==> src/design/pmr_pkg.sv <==
package pmr_pkg;
  localparam int MODE_W = 8;
  localparam int WORD_W = 20;
  // mode register bit positions
  localparam int MB_READBACK = 1;
  localparam int MB_VCO = 2;
  localparam int MB_PDOWN = 3;
  localparam int MB_CLOAD = 4;
  localparam int MB_MODULUS_SELECT = 5;
  localparam int MB_REF = 6;
  localparam logic [7:0] MODE_RST = 8'h00;
  // erased cells read as ones, since a write can only clear bits
  localparam logic [19:0] STORE_RST = 20'hfffff;
  localparam logic [19:0] WORD_RST = 20'h00000;
  // link line index within the device synchroniser vector
  localparam int LK_CLK = 0;
  localparam int LK_DATA = 1;
  localparam int LK_SWR = 2;
  localparam int LK_MWR = 3;
  localparam int LK_SEL = 4;
  localparam int LK_LOAD = 5;
  localparam int LK_MEN = 6;
  localparam int LK_ERASE = 7;
  localparam int LK_WRITE = 8;
  localparam int LK_N = 9;
  // controller register map (byte addresses)
  localparam logic [7:0] OFS_CMD = 8'h00;
  localparam logic [7:0] OFS_MODE = 8'h04;
  localparam logic [7:0] OFS_WORD = 8'h08;
  localparam logic [7:0] OFS_STATUS = 8'h0c;
  localparam logic [7:0] OFS_READBACK = 8'h10;
  localparam logic [7:0] OFS_ENABLE = 8'h14;
  localparam int ST_BUSY = 0;
  localparam int ST_MODE_OK = 1;
  localparam int ST_EN = 2;
  // timing
  localparam int CLK_NS = 25;
  localparam int SCLK_HALF_NS = 250;
  localparam int SCLK_HALF_CYC = (SCLK_HALF_NS + CLK_NS - 1) / CLK_NS;
  localparam int PULSE_MS = 25;
  localparam int PULSE_CYC = (PULSE_MS * 1000000 + CLK_NS - 1) / CLK_NS;
  localparam int GAP_MS = 100;
  localparam int GAP_CYC = (GAP_MS * 1000000 + CLK_NS - 1) / CLK_NS;
  typedef enum logic [2:0] {
    OP_NONE, OP_MODE, OP_WORD, OP_ERASE, OP_WRITE, OP_READBACK
  } pmr_op_t;
  typedef enum logic [2:0] {
    HS_IDLE, HS_LO, HS_HI, HS_SETUP, HS_PULSE, HS_FINISH, HS_GAP
  } pmr_host_st_t;
endpackage

==> src/design/pmr_link_if.sv <==
`timescale 1ns/1ps
interface pmr_link_if;
  logic ser_clk;
  logic ser_data;
  logic sec_wr;
  logic mode_wr;
  logic store_select;
  logic store_load;
  logic mode_enable_n;
  logic erase_pulse;
  logic write_pulse;
  logic serial_out;
  modport dev (
    input ser_clk, ser_data, sec_wr, mode_wr, store_select, store_load,
    input mode_enable_n, erase_pulse, write_pulse,
    output serial_out
  );
  modport prog (
    output ser_clk, ser_data, sec_wr, mode_wr, store_select, store_load,
    output mode_enable_n, erase_pulse, write_pulse,
    input serial_out
  );
endinterface

==> src/design/pmr_sync.sv <==
`timescale 1ns/1ps
module pmr_sync #(
  parameter int W = 1
) (
  input wire logic clk_i,
  input wire logic rst_i,
  input wire logic [W-1:0] async_i,
  output logic [W-1:0] level_o,
  output logic [W-1:0] rise_o,
  output logic [W-1:0] fall_o
);
  typedef struct packed {
    logic [W-1:0] s1;
    logic [W-1:0] s2;
    logic [W-1:0] s3;
  } pmr_sync_st_t;
  pmr_sync_st_t st_ff;
  pmr_sync_st_t nxt_st;

  always_comb begin
    nxt_st = st_ff;
    nxt_st.s1 = async_i;
    nxt_st.s2 = st_ff.s1;
    nxt_st.s3 = st_ff.s2;
  end

  always_ff @(posedge clk_i) begin
    if (rst_i) begin
      st_ff <= '0;
    end else begin
      st_ff <= nxt_st;
    end
  end

  // edges look only at the second and third stage
  assign level_o = st_ff.s2;
  assign rise_o = st_ff.s2 & ~st_ff.s3;
  assign fall_o = ~st_ff.s2 & st_ff.s3;
endmodule // pmr_sync

==> src/design/pmr_programmer.sv <==
// Implementation choices: the Wishbone interface to the registers and the address map.
`timescale 1ns/1ps
module pmr_programmer #(
  parameter int unsigned PULSE_CYC = pmr_pkg::PULSE_CYC,
  parameter int unsigned GAP_CYC = pmr_pkg::GAP_CYC
) (
  input wire logic clk_i,
  input wire logic rst_i,
  input wire logic cyc_i,
  input wire logic stb_i,
  input wire logic we_i,
  input wire logic [7:0] adr_i,
  input wire logic [3:0] sel_i,
  input wire logic [31:0] dat_i,
  output logic [31:0] dat_o,
  output logic ack_o,
  pmr_link_if.prog link
);
  typedef struct packed {
    pmr_pkg::pmr_host_st_t st;
    pmr_pkg::pmr_op_t op;
    logic [31:0] cnt;
    logic [4:0] slot;
    logic pass;
    logic [19:0] sh;
    logic [19:0] rd;
    logic [19:0] rd_word;
    logic [7:0] mode_r;
    logic [19:0] word_r;
    logic en_r;
    logic mode_ok;
    logic ack;
    logic [31:0] dat;
    logic sclk;
    logic sdata;
    logic swr;
    logic mwr;
    logic sel;
    logic load;
    logic men_n;
    logic erase;
    logic write;
  } pmr_host_st_ff_t;
  pmr_host_st_ff_t st_ff;
  pmr_host_st_ff_t nxt_st;

  logic dout_s;
  logic req;
  logic half_end;
  logic [4:0] last;
  logic [31:0] m;
  logic [31:0] rdata;
  pmr_pkg::pmr_op_t op_req;

  pmr_sync #(
    .W(1)
  ) u_dout_sync (
    .clk_i(clk_i),
    .rst_i(rst_i),
    .async_i(link.serial_out),
    .level_o(dout_s),
    .rise_o(),
    .fall_o()
  );

  always_comb begin
    nxt_st = st_ff;
    req = cyc_i & stb_i;
    m = {{8{sel_i[3]}}, {8{sel_i[2]}}, {8{sel_i[1]}}, {8{sel_i[0]}}};
    half_end = st_ff.cnt == 32'(pmr_pkg::SCLK_HALF_CYC - 1);
    last = (st_ff.op == pmr_pkg::OP_MODE) ? 5'(pmr_pkg::MODE_W - 1) : 5'(pmr_pkg::WORD_W - 1);
    op_req = pmr_pkg::pmr_op_t'(dat_i[2:0]);
    rdata = 32'h00000000;
    if (adr_i == pmr_pkg::OFS_MODE) begin
      rdata = {24'h000000, st_ff.mode_r};
    end else if (adr_i == pmr_pkg::OFS_WORD) begin
      rdata = {12'h000, st_ff.word_r};
    end else if (adr_i == pmr_pkg::OFS_STATUS) begin
      rdata[pmr_pkg::ST_BUSY] = st_ff.st != pmr_pkg::HS_IDLE;
      rdata[pmr_pkg::ST_MODE_OK] = st_ff.mode_ok;
      rdata[pmr_pkg::ST_EN] = ~st_ff.men_n;
    end else if (adr_i == pmr_pkg::OFS_READBACK) begin
      rdata = {12'h000, st_ff.rd_word};
    end else if (adr_i == pmr_pkg::OFS_ENABLE) begin
      rdata = {31'h00000000, st_ff.en_r};
    end

    // enable held off until a known mode word has been loaded
    nxt_st.men_n = ~(st_ff.en_r & st_ff.mode_ok);
    nxt_st.cnt = st_ff.cnt + 32'h00000001;

    case (st_ff.st)
      pmr_pkg::HS_LO: begin
        if (half_end) begin
          nxt_st.cnt = '0;
          if (st_ff.op == pmr_pkg::OP_READBACK) begin
            // sample before the edge: bit zero is already on the pin
            nxt_st.rd = {dout_s, st_ff.rd[19:1]};
          end
          if (st_ff.op == pmr_pkg::OP_READBACK && st_ff.slot == last) begin
            // load falling with select high reloads staging from the store
            nxt_st.load = 1'b0;
            nxt_st.pass = 1'b1;
            if (st_ff.pass) begin
              nxt_st.rd_word = {dout_s, st_ff.rd[19:1]};
              nxt_st.st = pmr_pkg::HS_FINISH;
            end else begin
              nxt_st.st = pmr_pkg::HS_SETUP;
            end
          end else begin
            nxt_st.sclk = 1'b1;
            nxt_st.st = pmr_pkg::HS_HI;
          end
        end
      end
      pmr_pkg::HS_HI: begin
        if (half_end) begin
          nxt_st.cnt = '0;
          nxt_st.sclk = 1'b0;
          nxt_st.sh = {1'b0, st_ff.sh[19:1]};
          nxt_st.sdata = st_ff.sh[1];
          nxt_st.slot = st_ff.slot + 5'h01;
          nxt_st.st = (st_ff.slot == last) ? pmr_pkg::HS_FINISH : pmr_pkg::HS_LO;
        end
      end
      pmr_pkg::HS_SETUP: begin
        if (half_end) begin
          nxt_st.cnt = '0;
          if (st_ff.op == pmr_pkg::OP_READBACK) begin
            nxt_st.load = 1'b1;
            nxt_st.slot = '0;
            nxt_st.rd = '0;
            nxt_st.st = pmr_pkg::HS_LO;
          end else begin
            nxt_st.erase = st_ff.op == pmr_pkg::OP_ERASE;
            nxt_st.write = st_ff.op == pmr_pkg::OP_WRITE;
            nxt_st.st = pmr_pkg::HS_PULSE;
          end
        end
      end
      pmr_pkg::HS_PULSE: begin
        if (st_ff.cnt == PULSE_CYC - 1) begin
          nxt_st.cnt = '0;
          nxt_st.erase = 1'b0;
          nxt_st.write = 1'b0;
          nxt_st.st = pmr_pkg::HS_FINISH;
        end
      end
      pmr_pkg::HS_FINISH: begin
        if (half_end) begin
          nxt_st.cnt = '0;
          nxt_st.st = pmr_pkg::HS_IDLE;
          case (st_ff.op)
            pmr_pkg::OP_MODE: begin
              nxt_st.mwr = 1'b0;
              nxt_st.mode_ok = 1'b1;
            end
            pmr_pkg::OP_ERASE: begin
              // load stays high so the staged word survives until the write
              nxt_st.swr = 1'b0;
              nxt_st.sel = 1'b0;
              nxt_st.st = pmr_pkg::HS_GAP;
            end
            pmr_pkg::OP_WRITE: begin
              nxt_st.swr = 1'b0;
              nxt_st.load = 1'b0;
            end
            pmr_pkg::OP_READBACK: begin
              nxt_st.sel = 1'b0;
            end
            default: begin
            end
          endcase
        end
      end
      pmr_pkg::HS_GAP: begin
        // relays need time to swap supplies before any write pulse
        if (st_ff.cnt == GAP_CYC - 1) begin
          nxt_st.cnt = '0;
          nxt_st.st = pmr_pkg::HS_IDLE;
        end
      end
      default: begin
        nxt_st.cnt = '0;
      end
    endcase

    nxt_st.ack = req & ~st_ff.ack;
    if (req & ~st_ff.ack) begin
      nxt_st.dat = rdata;
    end
    if (req & st_ff.ack & we_i) begin
      if (adr_i == pmr_pkg::OFS_MODE) begin
        nxt_st.mode_r = (st_ff.mode_r & ~m[7:0]) | (dat_i[7:0] & m[7:0]);
      end else if (adr_i == pmr_pkg::OFS_WORD) begin
        nxt_st.word_r = (st_ff.word_r & ~m[19:0]) | (dat_i[19:0] & m[19:0]);
      end else if (adr_i == pmr_pkg::OFS_ENABLE && sel_i[0]) begin
        nxt_st.en_r = dat_i[0];
      end else if (adr_i == pmr_pkg::OFS_CMD && sel_i[0] && st_ff.st == pmr_pkg::HS_IDLE) begin
        nxt_st.op = op_req;
        nxt_st.cnt = '0;
        nxt_st.slot = '0;
        nxt_st.pass = 1'b0;
        case (op_req)
          pmr_pkg::OP_MODE: begin
            nxt_st.mwr = 1'b1;
            nxt_st.load = 1'b0;
            nxt_st.sel = 1'b0;
            nxt_st.sh = {12'h000, st_ff.mode_r};
            nxt_st.sdata = st_ff.mode_r[0];
            nxt_st.st = pmr_pkg::HS_LO;
          end
          pmr_pkg::OP_WORD: begin
            nxt_st.load = 1'b1;
            nxt_st.sel = 1'b0;
            nxt_st.sh = st_ff.word_r;
            nxt_st.sdata = st_ff.word_r[0];
            nxt_st.st = pmr_pkg::HS_LO;
          end
          pmr_pkg::OP_ERASE: begin
            nxt_st.swr = 1'b1;
            nxt_st.sel = 1'b1;
            nxt_st.load = 1'b1;
            nxt_st.st = pmr_pkg::HS_SETUP;
          end
          pmr_pkg::OP_WRITE: begin
            nxt_st.swr = 1'b1;
            nxt_st.sel = 1'b0;
            nxt_st.load = 1'b1;
            nxt_st.st = pmr_pkg::HS_SETUP;
          end
          pmr_pkg::OP_READBACK: begin
            // refused unless the enable line is already low
            if (~st_ff.men_n) begin
              nxt_st.sel = 1'b1;
              nxt_st.load = 1'b1;
              nxt_st.sh = '0;
              nxt_st.sdata = 1'b0;
              nxt_st.st = pmr_pkg::HS_SETUP;
            end
          end
          default: begin
          end
        endcase
      end
    end
  end

  always_ff @(posedge clk_i) begin
    if (rst_i) begin
      st_ff <= '0;
      st_ff.men_n <= 1'b1;
    end else begin
      st_ff <= nxt_st;
    end
  end

  assign dat_o = st_ff.dat;
  assign ack_o = st_ff.ack;
  assign link.ser_clk = st_ff.sclk;
  assign link.ser_data = st_ff.sdata;
  assign link.sec_wr = st_ff.swr;
  assign link.mode_wr = st_ff.mwr;
  assign link.store_select = st_ff.sel;
  assign link.store_load = st_ff.load;
  assign link.mode_enable_n = st_ff.men_n;
  assign link.erase_pulse = st_ff.erase;
  assign link.write_pulse = st_ff.write;
endmodule // pmr_programmer

==> src/flat_wrapper.sv <==
// flat-port wrapper written by rule: the top's interface ports become plain ports
module pmr_programmer_flat 
#(
  parameter int unsigned PULSE_CYC = pmr_pkg::PULSE_CYC,
  parameter int unsigned GAP_CYC = pmr_pkg::GAP_CYC
)
  (clk_i, rst_i, cyc_i, stb_i, we_i, adr_i, sel_i, dat_i, dat_o, ack_o, link_ser_clk, link_ser_data, link_sec_wr, link_mode_wr, link_store_select, link_store_load, link_mode_enable_n, link_erase_pulse, link_write_pulse, link_serial_out);
  pmr_link_if link_i ();
  input wire logic clk_i;
  input wire logic rst_i;
  input wire logic cyc_i;
  input wire logic stb_i;
  input wire logic we_i;
  input wire logic [7:0] adr_i;
  input wire logic [3:0] sel_i;
  input wire logic [31:0] dat_i;
  output logic [31:0] dat_o;
  output logic ack_o;
  output wire logic [$bits(link_i.ser_clk)-1:0] link_ser_clk;
  output wire logic [$bits(link_i.ser_data)-1:0] link_ser_data;
  output wire logic [$bits(link_i.sec_wr)-1:0] link_sec_wr;
  output wire logic [$bits(link_i.mode_wr)-1:0] link_mode_wr;
  output wire logic [$bits(link_i.store_select)-1:0] link_store_select;
  output wire logic [$bits(link_i.store_load)-1:0] link_store_load;
  output wire logic [$bits(link_i.mode_enable_n)-1:0] link_mode_enable_n;
  output wire logic [$bits(link_i.erase_pulse)-1:0] link_erase_pulse;
  output wire logic [$bits(link_i.write_pulse)-1:0] link_write_pulse;
  input wire logic [$bits(link_i.serial_out)-1:0] link_serial_out;
  assign link_ser_clk = link_i.ser_clk;
  assign link_ser_data = link_i.ser_data;
  assign link_sec_wr = link_i.sec_wr;
  assign link_mode_wr = link_i.mode_wr;
  assign link_store_select = link_i.store_select;
  assign link_store_load = link_i.store_load;
  assign link_mode_enable_n = link_i.mode_enable_n;
  assign link_erase_pulse = link_i.erase_pulse;
  assign link_write_pulse = link_i.write_pulse;
  assign link_i.serial_out = link_serial_out;
  pmr_programmer #(.PULSE_CYC(PULSE_CYC), .GAP_CYC(GAP_CYC)) u_core (.clk_i(clk_i), .rst_i(rst_i), .cyc_i(cyc_i), .stb_i(stb_i), .we_i(we_i), .adr_i(adr_i), .sel_i(sel_i), .dat_i(dat_i), .dat_o(dat_o), .ack_o(ack_o), .link(link_i));
endmodule
==> config.mk <==
export PLATFORM = sky130hd
export DESIGN_NAME = pmr_programmer_flat
export DESIGN_NICKNAME = d
export VERILOG_FILES = /design/src/design/pmr_pkg.sv /design/src/design/pmr_link_if.sv /design/src/design/pmr_sync.sv /design/src/design/pmr_programmer.sv /design/src/flat_wrapper.sv
export SDC_FILE = /design/constraint.sdc
export NUM_CORES = 1
export LEC_CHECK = 0
export BUFFER_PORTS_ARGS = -buffer_cell sky130_fd_sc_hd__buf_4
export CORE_ASPECT_RATIO = 1.1
export CORE_MARGIN = 2
export CORE_UTILIZATION = 47
export DETAILED_ROUTE_END_ITERATION = 6
export PLACE_DENSITY_LB_ADDON = 0.08
export RECOVER_POWER = 25
export SLEW_MARGIN = 10
export SYNTH_ARGS = -nofsm -noshare
export SYNTH_HDL_FRONTEND = slang
export SYNTH_SLANG_ARGS = --single-unit
export TNS_END_PERCENT = 50
==> constraint.sdc <==
create_clock -name clk_i -period 6.5 [get_ports clk_i]
set_clock_uncertainty 0.1 [all_clocks]
set_input_delay 0.325 -clock clk_i [delete_from_list [all_inputs] [get_ports clk_i]]
set_output_delay 0.325 -clock clk_i [all_outputs]
set_load 0.01 [all_outputs]
After elaboration in Yosys (flattened, before gate mapping) --
Index checks and enable logic that the tools add are counted.
Cells by class: reduce and logical (&&, ||, !) cells 25, add/sub/neg operators 2, bitwise gates (word level) 19, equality and inequality tests 32, muxes and demuxes 79
Operators with widths (number):
- two-way mux 64 bit | 5
- two-way mux 20 bit | 9
- two-way mux 32 bit | 5
- one-hot mux 32 bit (5 select lines) | 1
- two-way mux 37 bit | 2
- one-hot mux 20 bit (3 select lines) | 1
- two-way mux 3 bit | 14
- bitwise AND 20 bit | 2
- two-way mux 40 bit | 1
- one-hot mux 20 bit (2 select lines) | 1
- two-way mux 5 bit | 7
- adder 32 x 1 -> 32 bit, second input constant | 1
- == test 32 x 20 -> 1 bit, second input constant | 1
- == test 32 x 22 -> 1 bit, second input constant | 1
- == test 32 x 4 -> 1 bit, second input constant | 1
- == test 3 bit, second input constant | 7
- inverter 20 bit | 1
- OR 20 bit | 1
- two-way mux 1 bit | 18
- one-hot mux 3 bit (6 select lines) | 1
- two-way mux 17 bit | 1
- bitwise AND 8 bit | 2
- == test 8 x 4 -> 1 bit, second input constant | 2
- == test 8 x 5 -> 1 bit, second input constant | 2
- 29 further kinds | 70
Storage, ports and cells: output and inout bits 42, logic and storage cells 182, input bits 50, bits in registers 178

Depth between registers and ports, before layout --
Gate-level depths: netlist of the first run.
word-level depth 14, gate-level depth with buffers 10, gate-level depth less buffers 7

By module --
A second synthesis of the first run with hierarchy kept.
Second synthesis, totals: cell total of the unflattened synthesis 889, area, all modules 7792.5 um^2
Modules (own cells, without submodules):
- pmr_programmer | cells each 881, seq. area each 3243.1 um^2, area each 7701.1 um^2, times used 1
- pmr_sync | cells each 8, seq. area each 60.1 um^2, area each 91.3 um^2, times used 1

Worst setup path before layout of the first run --
No wires, ideal clock.
path kind flip-flop to flip-flop, from register u_core.st_ff[138] (netlist bit), to register u_core.st_ff[109] (netlist bit), arrival time 2.006 ns, path slack 4.266 ns, clock period less this slack 2.234 ns, stages on the path, launching flop included 10, required time 6.272 ns, library setup time 0.128 ns, buffers on the path 3, path through dfxtp_1 -> ha_1 -> nor4bb_1 -> nand4_1 -> buf_4 -> or4_4 -> buf_6 -> buf_6 -> a22oi_1 -> nor2_1
Between the ends: word-level cells in the longest chain between the ends 3, elaborated cells on any way between the ends 4, those cells by class eq/ne (3); reduce/logical (1)
Ends and longest elaborated chain:
- start: declaration | line pmr_programmer.sv:44 | pmr_host_st_ff_t st_ff;
- start signal: assignment | line pmr_programmer.sv:254 | st_ff <= nxt_st;
- == test 32 x 4 -> 1 bit (*) | line pmr_programmer.sv:70 | half_end = st_ff.cnt == 32'(pmr_pkg::SCLK_HALF_CYC - 1);
- inequality test 2 x 1 -> 1 bit (no line)
- AND reduction 5 bit (no line) (*)
Every way passes the cells marked *; elsewhere a longest branch is shown, timed or not. A chain may end at the register's enable or synchronous reset.

==> results.py, run 1 <==
metrics = {
    "worst_setup_path": {
        "slowest_delay_ns": 3.30,
        "cp-end-kind": "flop",
        "required_ns": 6.68,
        "cp_slowest_cell": "clkbuf_1",
        "path_max_fanout": 111,
        "critPathArrivalTime_ns": 4.83,
        "crit_type": "primary input to flop",
        "cp-start-kind": "primary input",
        "crit_top_cell": "clkbuf_1",
        "cp_cell_sequence": "clkbuf_1 -> clkbuf_1 -> or2_2 -> o22ai_1",
    },
    "cells_and_area": {
        "final_cell_area_sq_mm": 0.00879,
        "final_nets": 947,
        "n_antenna_cell": 0,
        "nFillCells": 1595,
        "layout.cells.non_filler": 1115,
        "layout-drive-gt1-share_pct": 12.5,
        "register_area_sq_mm": 0.00328,
        "syn2layout_area_growth_pct": 9.59,
        "multi_input_area_sq_mm": 0.00420,
    },
    "grt": {
        "grt_pass1_vias": 6255,
        "grt_usage_pct": 22.4,
        "overflow": 0,
        "grt_pass1_wl_um": 32300,
        "grt_max_degree": 112,
        "antenna_found_initial": 0,
    },
    "timing": {
        "min_period_over_period_pct": 71.5,
        "finalWorstSetupSlack_ns": 1.85,
        "slew_viol_final": 112,
        "finalCriticalPeriod_ns": 4.65,
        "clock.fmax_ghz": 0.215,
        "setup_violations": 0,
        "fin_tns_setup_ns": 0,
        "tightest_slew_ns": 4.72,
        "final-hold-violation-count": 0,
        "relSlewSlack_pct": -214,
        "rsz0062_at_grt": "false",
    },
    "synthesis": {
        "synth_xor_area_share_pct": 2.40,
        "synth_top_family_by_area": "simple AND/OR/NAND/NOR gates",
        "synth-edff-count": 0,
        "yosysTopAreaCell": "dfxtp_1",
        "avgSynthCellArea_sq_um": 9.05,
        "synth_fa_ha_area_share_pct": 0.468,
        "post-synth-top-count-cell": "dfxtp_1",
        "yosysWarnings": 0,
        "yosys-top-cells-area": "dfxtp_1, mux2i_1, nor2_1",
        "synth_top_area_share_pct": 40.9,
        "yosysUniqueCellTypes": 72,
        "postSynthCellCount": 886,
        "synth_area_sq_mm": 0.00802,
        "synthMuxAreaShare_pct": 7.86,
        "synth_commonest_cells": "dfxtp_1, nor2_1, nand2_1",
        "synth-seq-cells": 164,
        "ys_async_sr_fraction_pct": 0,
        "synthFlopType": "dfxtp_1",
        "synth_compound_area_share_pct": 16.8,
        "ys_seq_area_share_pct": 40.9,
        "synth-simple-area-share_pct": 24.2,
    },
    "route": {
        "drtIter0Drc": 499,
        "routed_via_density": 5.90,
        "dr.pass1.iters": 5,
        "drtAntennaViolNets": 0,
        "num_vias": 6582,
        "drt-total-wl_um": 19900,
        "routedWlPerCell_um": 17.8,
        "drc": 0,
    },
    "place": {
        "place_congestion": 0.866,
        "portBuffers": 66,
        "placed_area_sq_mm": 0.00831,
        "dp_cells": 1083,
        "post-place-ws_ns": 3.02,
        "dp_hpwl_um": 14300,
    },
    "power": {
        "seqPwrFrac_pct": 47.7,
        "total_power_uw": 2140,
        "power_density_mw_per_mm2": 243,
        "switching_share_pct": 22.1,
        "p_clk_share_pct": 48.1,
        "combPwrFrac_pct": 4.2,
        "p_sw_uw": 473,
        "ir_worst_vdd_uv": 173,
        "leakage_uw": 0.00299,
        "power.internal_uw": 1660,
    },
    "status": {
        "status": "finished with violations",
        "violations": "capacitance limit, slew limit",
    },
    "floorplan": {
        "row_count": 50,
        "core_area_sq_mm": 0.0169,
        "die_y_um": 141,
        "die-area_sq_mm": 0.0181,
        "die_x_um": 129,
        "initial_utilization_pct": 47.5,
        "num_io_pins": 92,
    },
    "clocking": {
        "cts.clk_slew.worst_paths_ns": 0.06,
        "hold_buffers": 0,
        "clkSinkCount": 164,
        "cts_tree": "done",
        "cts_max_path_buffers": 2,
        "clk_latency_ns": 0.42,
        "ctsResizeCount": 0,
        "numCtsBuffers": 17,
        "cts.htree.levels": 4,
        "cts_setup_buffers": 0,
        "cts_root_buffer": "clkbuf_16",
    },
    "flow_run": {
        "drv_cap": 1,
    },
    "hold_path": {
        "hp-class": "primary input to flop",
    },
}
==> routing by layer <==
metal	up-vias	wire length (um)	GRT usage (%)
met1	3189	8850	28.8
li1	3206	-	-
met3	24	879	5.12
met4	0	350	7.27
met2	163	9800	37.4
met5	-	0	0
==> final timing paths <==
kind,to,slack (ns),from,cells after the start
worst max-delay path,u_core.link.ser_data,1.85,rst_i,4
worst min-delay path,u_core.u_dout_sync.nxt_st[1],0.01,link_serial_out,2
worst max register to register,u_core.st_ff[131],2.93,u_core.st_ff[138],6
worst min register to register,u_core.link.mode_enable_n,0.33,u_core.st_ff[43],1
==> cell type report <==
cell class | count | area share (%)
multi-input cells | 631 | 47.8
clock inverters | 11 | 1.71
repair buffers | 71 | 4.70
flip-flops and latches | 164 | 37.4
well taps | 208 | 2.96
inverters | 9 | 0.384
clock buffers | 21 | 5.12
==> critical path, delay by kind of cell <==
kind | cells | cell delay [ns]
compound gates | 1 | 0.16
buf+inv | 2 | 3.46
simple gates | 1 | 0.81
==> power groups by stage <==
stage | sequential (uW) | clock, uW | combinational, uW
6_report | 1020 | 1030 | 90.4
5_1_grt | 1020 | 1100 | 100
4_1_cts | 1020 | 1050 | 95.1
3_5_place_dp | 1040 | 0 | 94.9
3_3_place_gp | 1040 | 0 | 93.4
2_1_floorplan | 1040 | 0 | 67.9
==> kinds of logic after synthesis <==
kind of cell | count (synthesis)
AND/OR/NAND/NOR | 352
AO/OA/AOI/OAI | 179
flip-flops | 164
buffers and inverters | 102
multiplexers | 63
XOR/XNOR | 22
adder cells (fa/ha/maj) | 3
other | 1
==> metrics by stage <==
step / util (%) / hold WS [ns]
floorplan: - / 0.294
global placement: 49.2 / 0.311
detailed placement: 49.2 / 0.318
CTS: 52.7 / 0.0000489
global route: 52.0 / 0.0161
finish: 52.0 / 0.0147
==> layout by cell type (no fill, tap or decap), types with 10 or more instances in the layout <==
master | Yosys | routed
dfxtp_1 | 164 | 164
nor2_1 | 99 | 99
nand2_1 | 76 | 76
mux2i_1 | 63 | 63
a21oi_1 | 42 | 42
buf_4 | 35 | 39
clkbuf_1 | 35 | 35
nand3_1 | 29 | 29
nor3_1 | 28 | 28
a211oi_1 | 25 | 25
a22oi_1 | 21 | 21
clkbuf_16 | 0 | 17
o21ai_0 | 14 | 14
o211ai_1 | 14 | 14
xor2_1 | 14 | 14
a221oi_1 | 12 | 12
conb_1 | 1 | 12
nand2b_1 | 11 | 11
nor4_1 | 11 | 11
nor2b_1 | 11 | 11
or4_1 | 10 | 10
nand4_1 | 10 | 10
and3_1 | 10 | 10
o2bb2ai_2 | 10 | 10
No activity file was read; power rests on OpenSTA's default activity.
==> run 2, diff against run 1 <==
clock period = 4.6 ns   (was 6.5 ns; I/O delays follow)
==> run 2 against run 1 <==
  * The flow still finishes with violations (capacitance limit, slew limit)
  * Highest routed layer unchanged
  * Design area is 1.7% higher
  * Total power increased by 38%
  * Sequential cell count is the same
  * Critical endpoint is now u_core.st_ff[137]
  * Largest power group is now registers
  * Die area stayed put
  * Count of clock-buffer cells in the layout shrank 4
==> results.py, run 2 (synthesis gave the netlist of run 1 again) <==
metrics = {
    "timing": {
        "fin_tns_setup_ns": 0,
        "finalCriticalPeriod_ns": 3.28,
        "min_period_over_period_pct": 71.4,
        "rsz0062_at_grt": "false",
        "relSlewSlack_pct": -75.9,
        "clock.fmax_ghz": 0.305,
        "slew_viol_final": 64,
        "final-hold-violation-count": 0,
        "tightest_slew_ns": 2.64,
        "setup_violations": 0,
    },
    "status": {
        "status": "finished with violations",
        "violations": "capacitance limit, slew limit",
    },
    "clocking": {
        "clkSinkCount": 164,
        "clk_latency_ns": 0.43,
        "numCtsBuffers": 17,
        "cts.clk_slew.worst_paths_ns": 0.07,
        "cts_tree": "done",
        "ctsResizeCount": 0,
        "cts.htree.levels": 4,
        "cts_root_buffer": "clkbuf_16",
        "cts_max_path_buffers": 2,
    },
    "route": {
        "num_vias": 6707,
        "drtAntennaViolNets": 0,
        "routed_via_density": 5.91,
        "routedWlPerCell_um": 17.8,
        "dr.pass1.iters": 5,
        "drt-total-wl_um": 20200,
        "drc": 0,
        "drtIter0Drc": 515,
    },
    "place": {
        "dp_hpwl_um": 14300,
        "dp_cells": 1085,
        "portBuffers": 66,
        "place_congestion": 0.877,
    },
    "worst_setup_path": {
        "r2r_end": "u_core.st_ff[131]",
        "ff2ff_setup_slack_ns": 1.37,
        "cp-end-kind": "flop",
        "startpoint": "rst_i",
        "critPathArrivalTime_ns": 3.50,
        "path_max_fanout": 63,
        "required_ns": 4.81,
        "slowest_delay_ns": 1.93,
        "cp-start-kind": "primary input",
        "cp_slowest_cell": "clkbuf_1",
        "regToRegStartpoint": "u_core.st_ff[138]",
        "crit_type": "primary input to flop",
        "cp_cell_sequence": "clkbuf_2 -> clkbuf_1 -> or2_2 -> a21oi_1",
        "reg2regPathDepth": 7,
    },
    "floorplan": {
        "die-area_sq_mm": 0.0181,
        "die_x_um": 129,
        "num_io_pins": 92,
        "row_count": 50,
        "die_y_um": 141,
        "core_area_sq_mm": 0.0169,
        "initial_utilization_pct": 47.5,
    },
    "cells_and_area": {
        "syn2layout_area_growth_pct": 11.4,
        "layout.cells.non_filler": 1135,
        "n_antenna_cell": 0,
        "final_nets": 967,
        "layout_commonest_cell": "dfxtp_1",
        "final_cell_mix": "dfxtp_1, nor2_1, nand2_1",
        "layout-drive-gt1-share_pct": 12.4,
    },
    "hold_path": {
        "worstHoldPathCells": 3,
        "hp-class": "primary input to flop",
        "hold_start": "dat_i[1]",
    },
    "power": {
        "leakage_uw": 0.00305,
        "p_sw_uw": 743,
        "ir_worst_vdd_uv": 283,
        "seqPwrFrac_pct": 48.8,
        "p_clk_share_pct": 46.4,
        "switching_share_pct": 25.2,
        "power_density_mw_per_mm2": 330,
        "combPwrFrac_pct": 4.8,
        "power.internal_uw": 2210,
    },
    "grt": {
        "grt_pass1_vias": 6546,
        "grt_max_degree": 64,
        "antenna_found_initial": 0,
        "grt_usage_pct": 22.9,
        "grt_pass1_wl_um": 33000,
        "overflow": 0,
    },
    "flow_run": {
        "drv_cap": 1,
    },
}
[run 2: how the worst max path moves through the flow]
stage | cells past startpoint | endpoint
after global placement | 5 | u_core.st_ff[149]
final | 4 | u_core.st_ff[137]
after global routing | 4 | u_core.st_ff[137]
after floorplan | 9 | u_core.st_ff[109]
after CTS | 5 | u_core.st_ff[141]
after detailed placement | 5 | u_core.st_ff[141]
[run 2: power by group through the flow]
stage	Combinational (uW)	Clock (uW)	Sequential, uW
2_1_floorplan	95.9	0	1470
3_3_place_gp	132	0	1470
3_5_place_dp	134	0	1470
4_1_cts	147	1390	1440
5_1_grt	154	1460	1440
6_report	140	1370	1440
[run 2: final cells by class]
| cell class | count | area (sq um) |
|---|---|---|
| flip-flops and latches | 164 | 3280 |
| multi-input cells | 631 | 4190 |
| well taps | 208 | 260 |
| clock inverters | 15 | 140 |
| fillers | 1622 | 7950 |
| clock buffers | 17 | 425 |
| inverters | 9 | 33.8 |
| repair buffers | 91 | 602 |
[run 2: layer usage]
layer	vias up	part of all wire [%]	GRT usage, %
met5	-	0	0
met4	0	1.7	8.30
met3	33	4.1	4.29
met2	186	50	38.4
met1	3250	44	29.3
li1	3238	-	-
[run 2: metrics by stage]
stage	instance area, sq um	setup WS, ns	power (uW)	hold WS (ns)	utilization, %
after floorplan	8060	2.37	1570	0.258	-
after global placement	8320	1.74	1600	0.313	49.3
after detailed placement	8320	1.62	1610	0.321	49.3
after CTS	9070	1.62	2980	0.0226	53.7
after global routing	8940	0.943	3060	0.0326	52.9
final	8940	1.32	2950	0.0333	52.9
[run 2: critical path, delay by kind of cell]
family / cells / cell delay (ns)
buffers and inverters: 2 / 2.72
AND/OR/NAND/NOR: 1 / 0.44
AO/OA/AOI/OAI: 1 / 0.06
[run 2: timing repair]
item	CTS	global route
endpoints found under the setup margin	0	0
endpoints found under the hold margin	23	0
hold buffers	18	0
buffers inserted	0	0
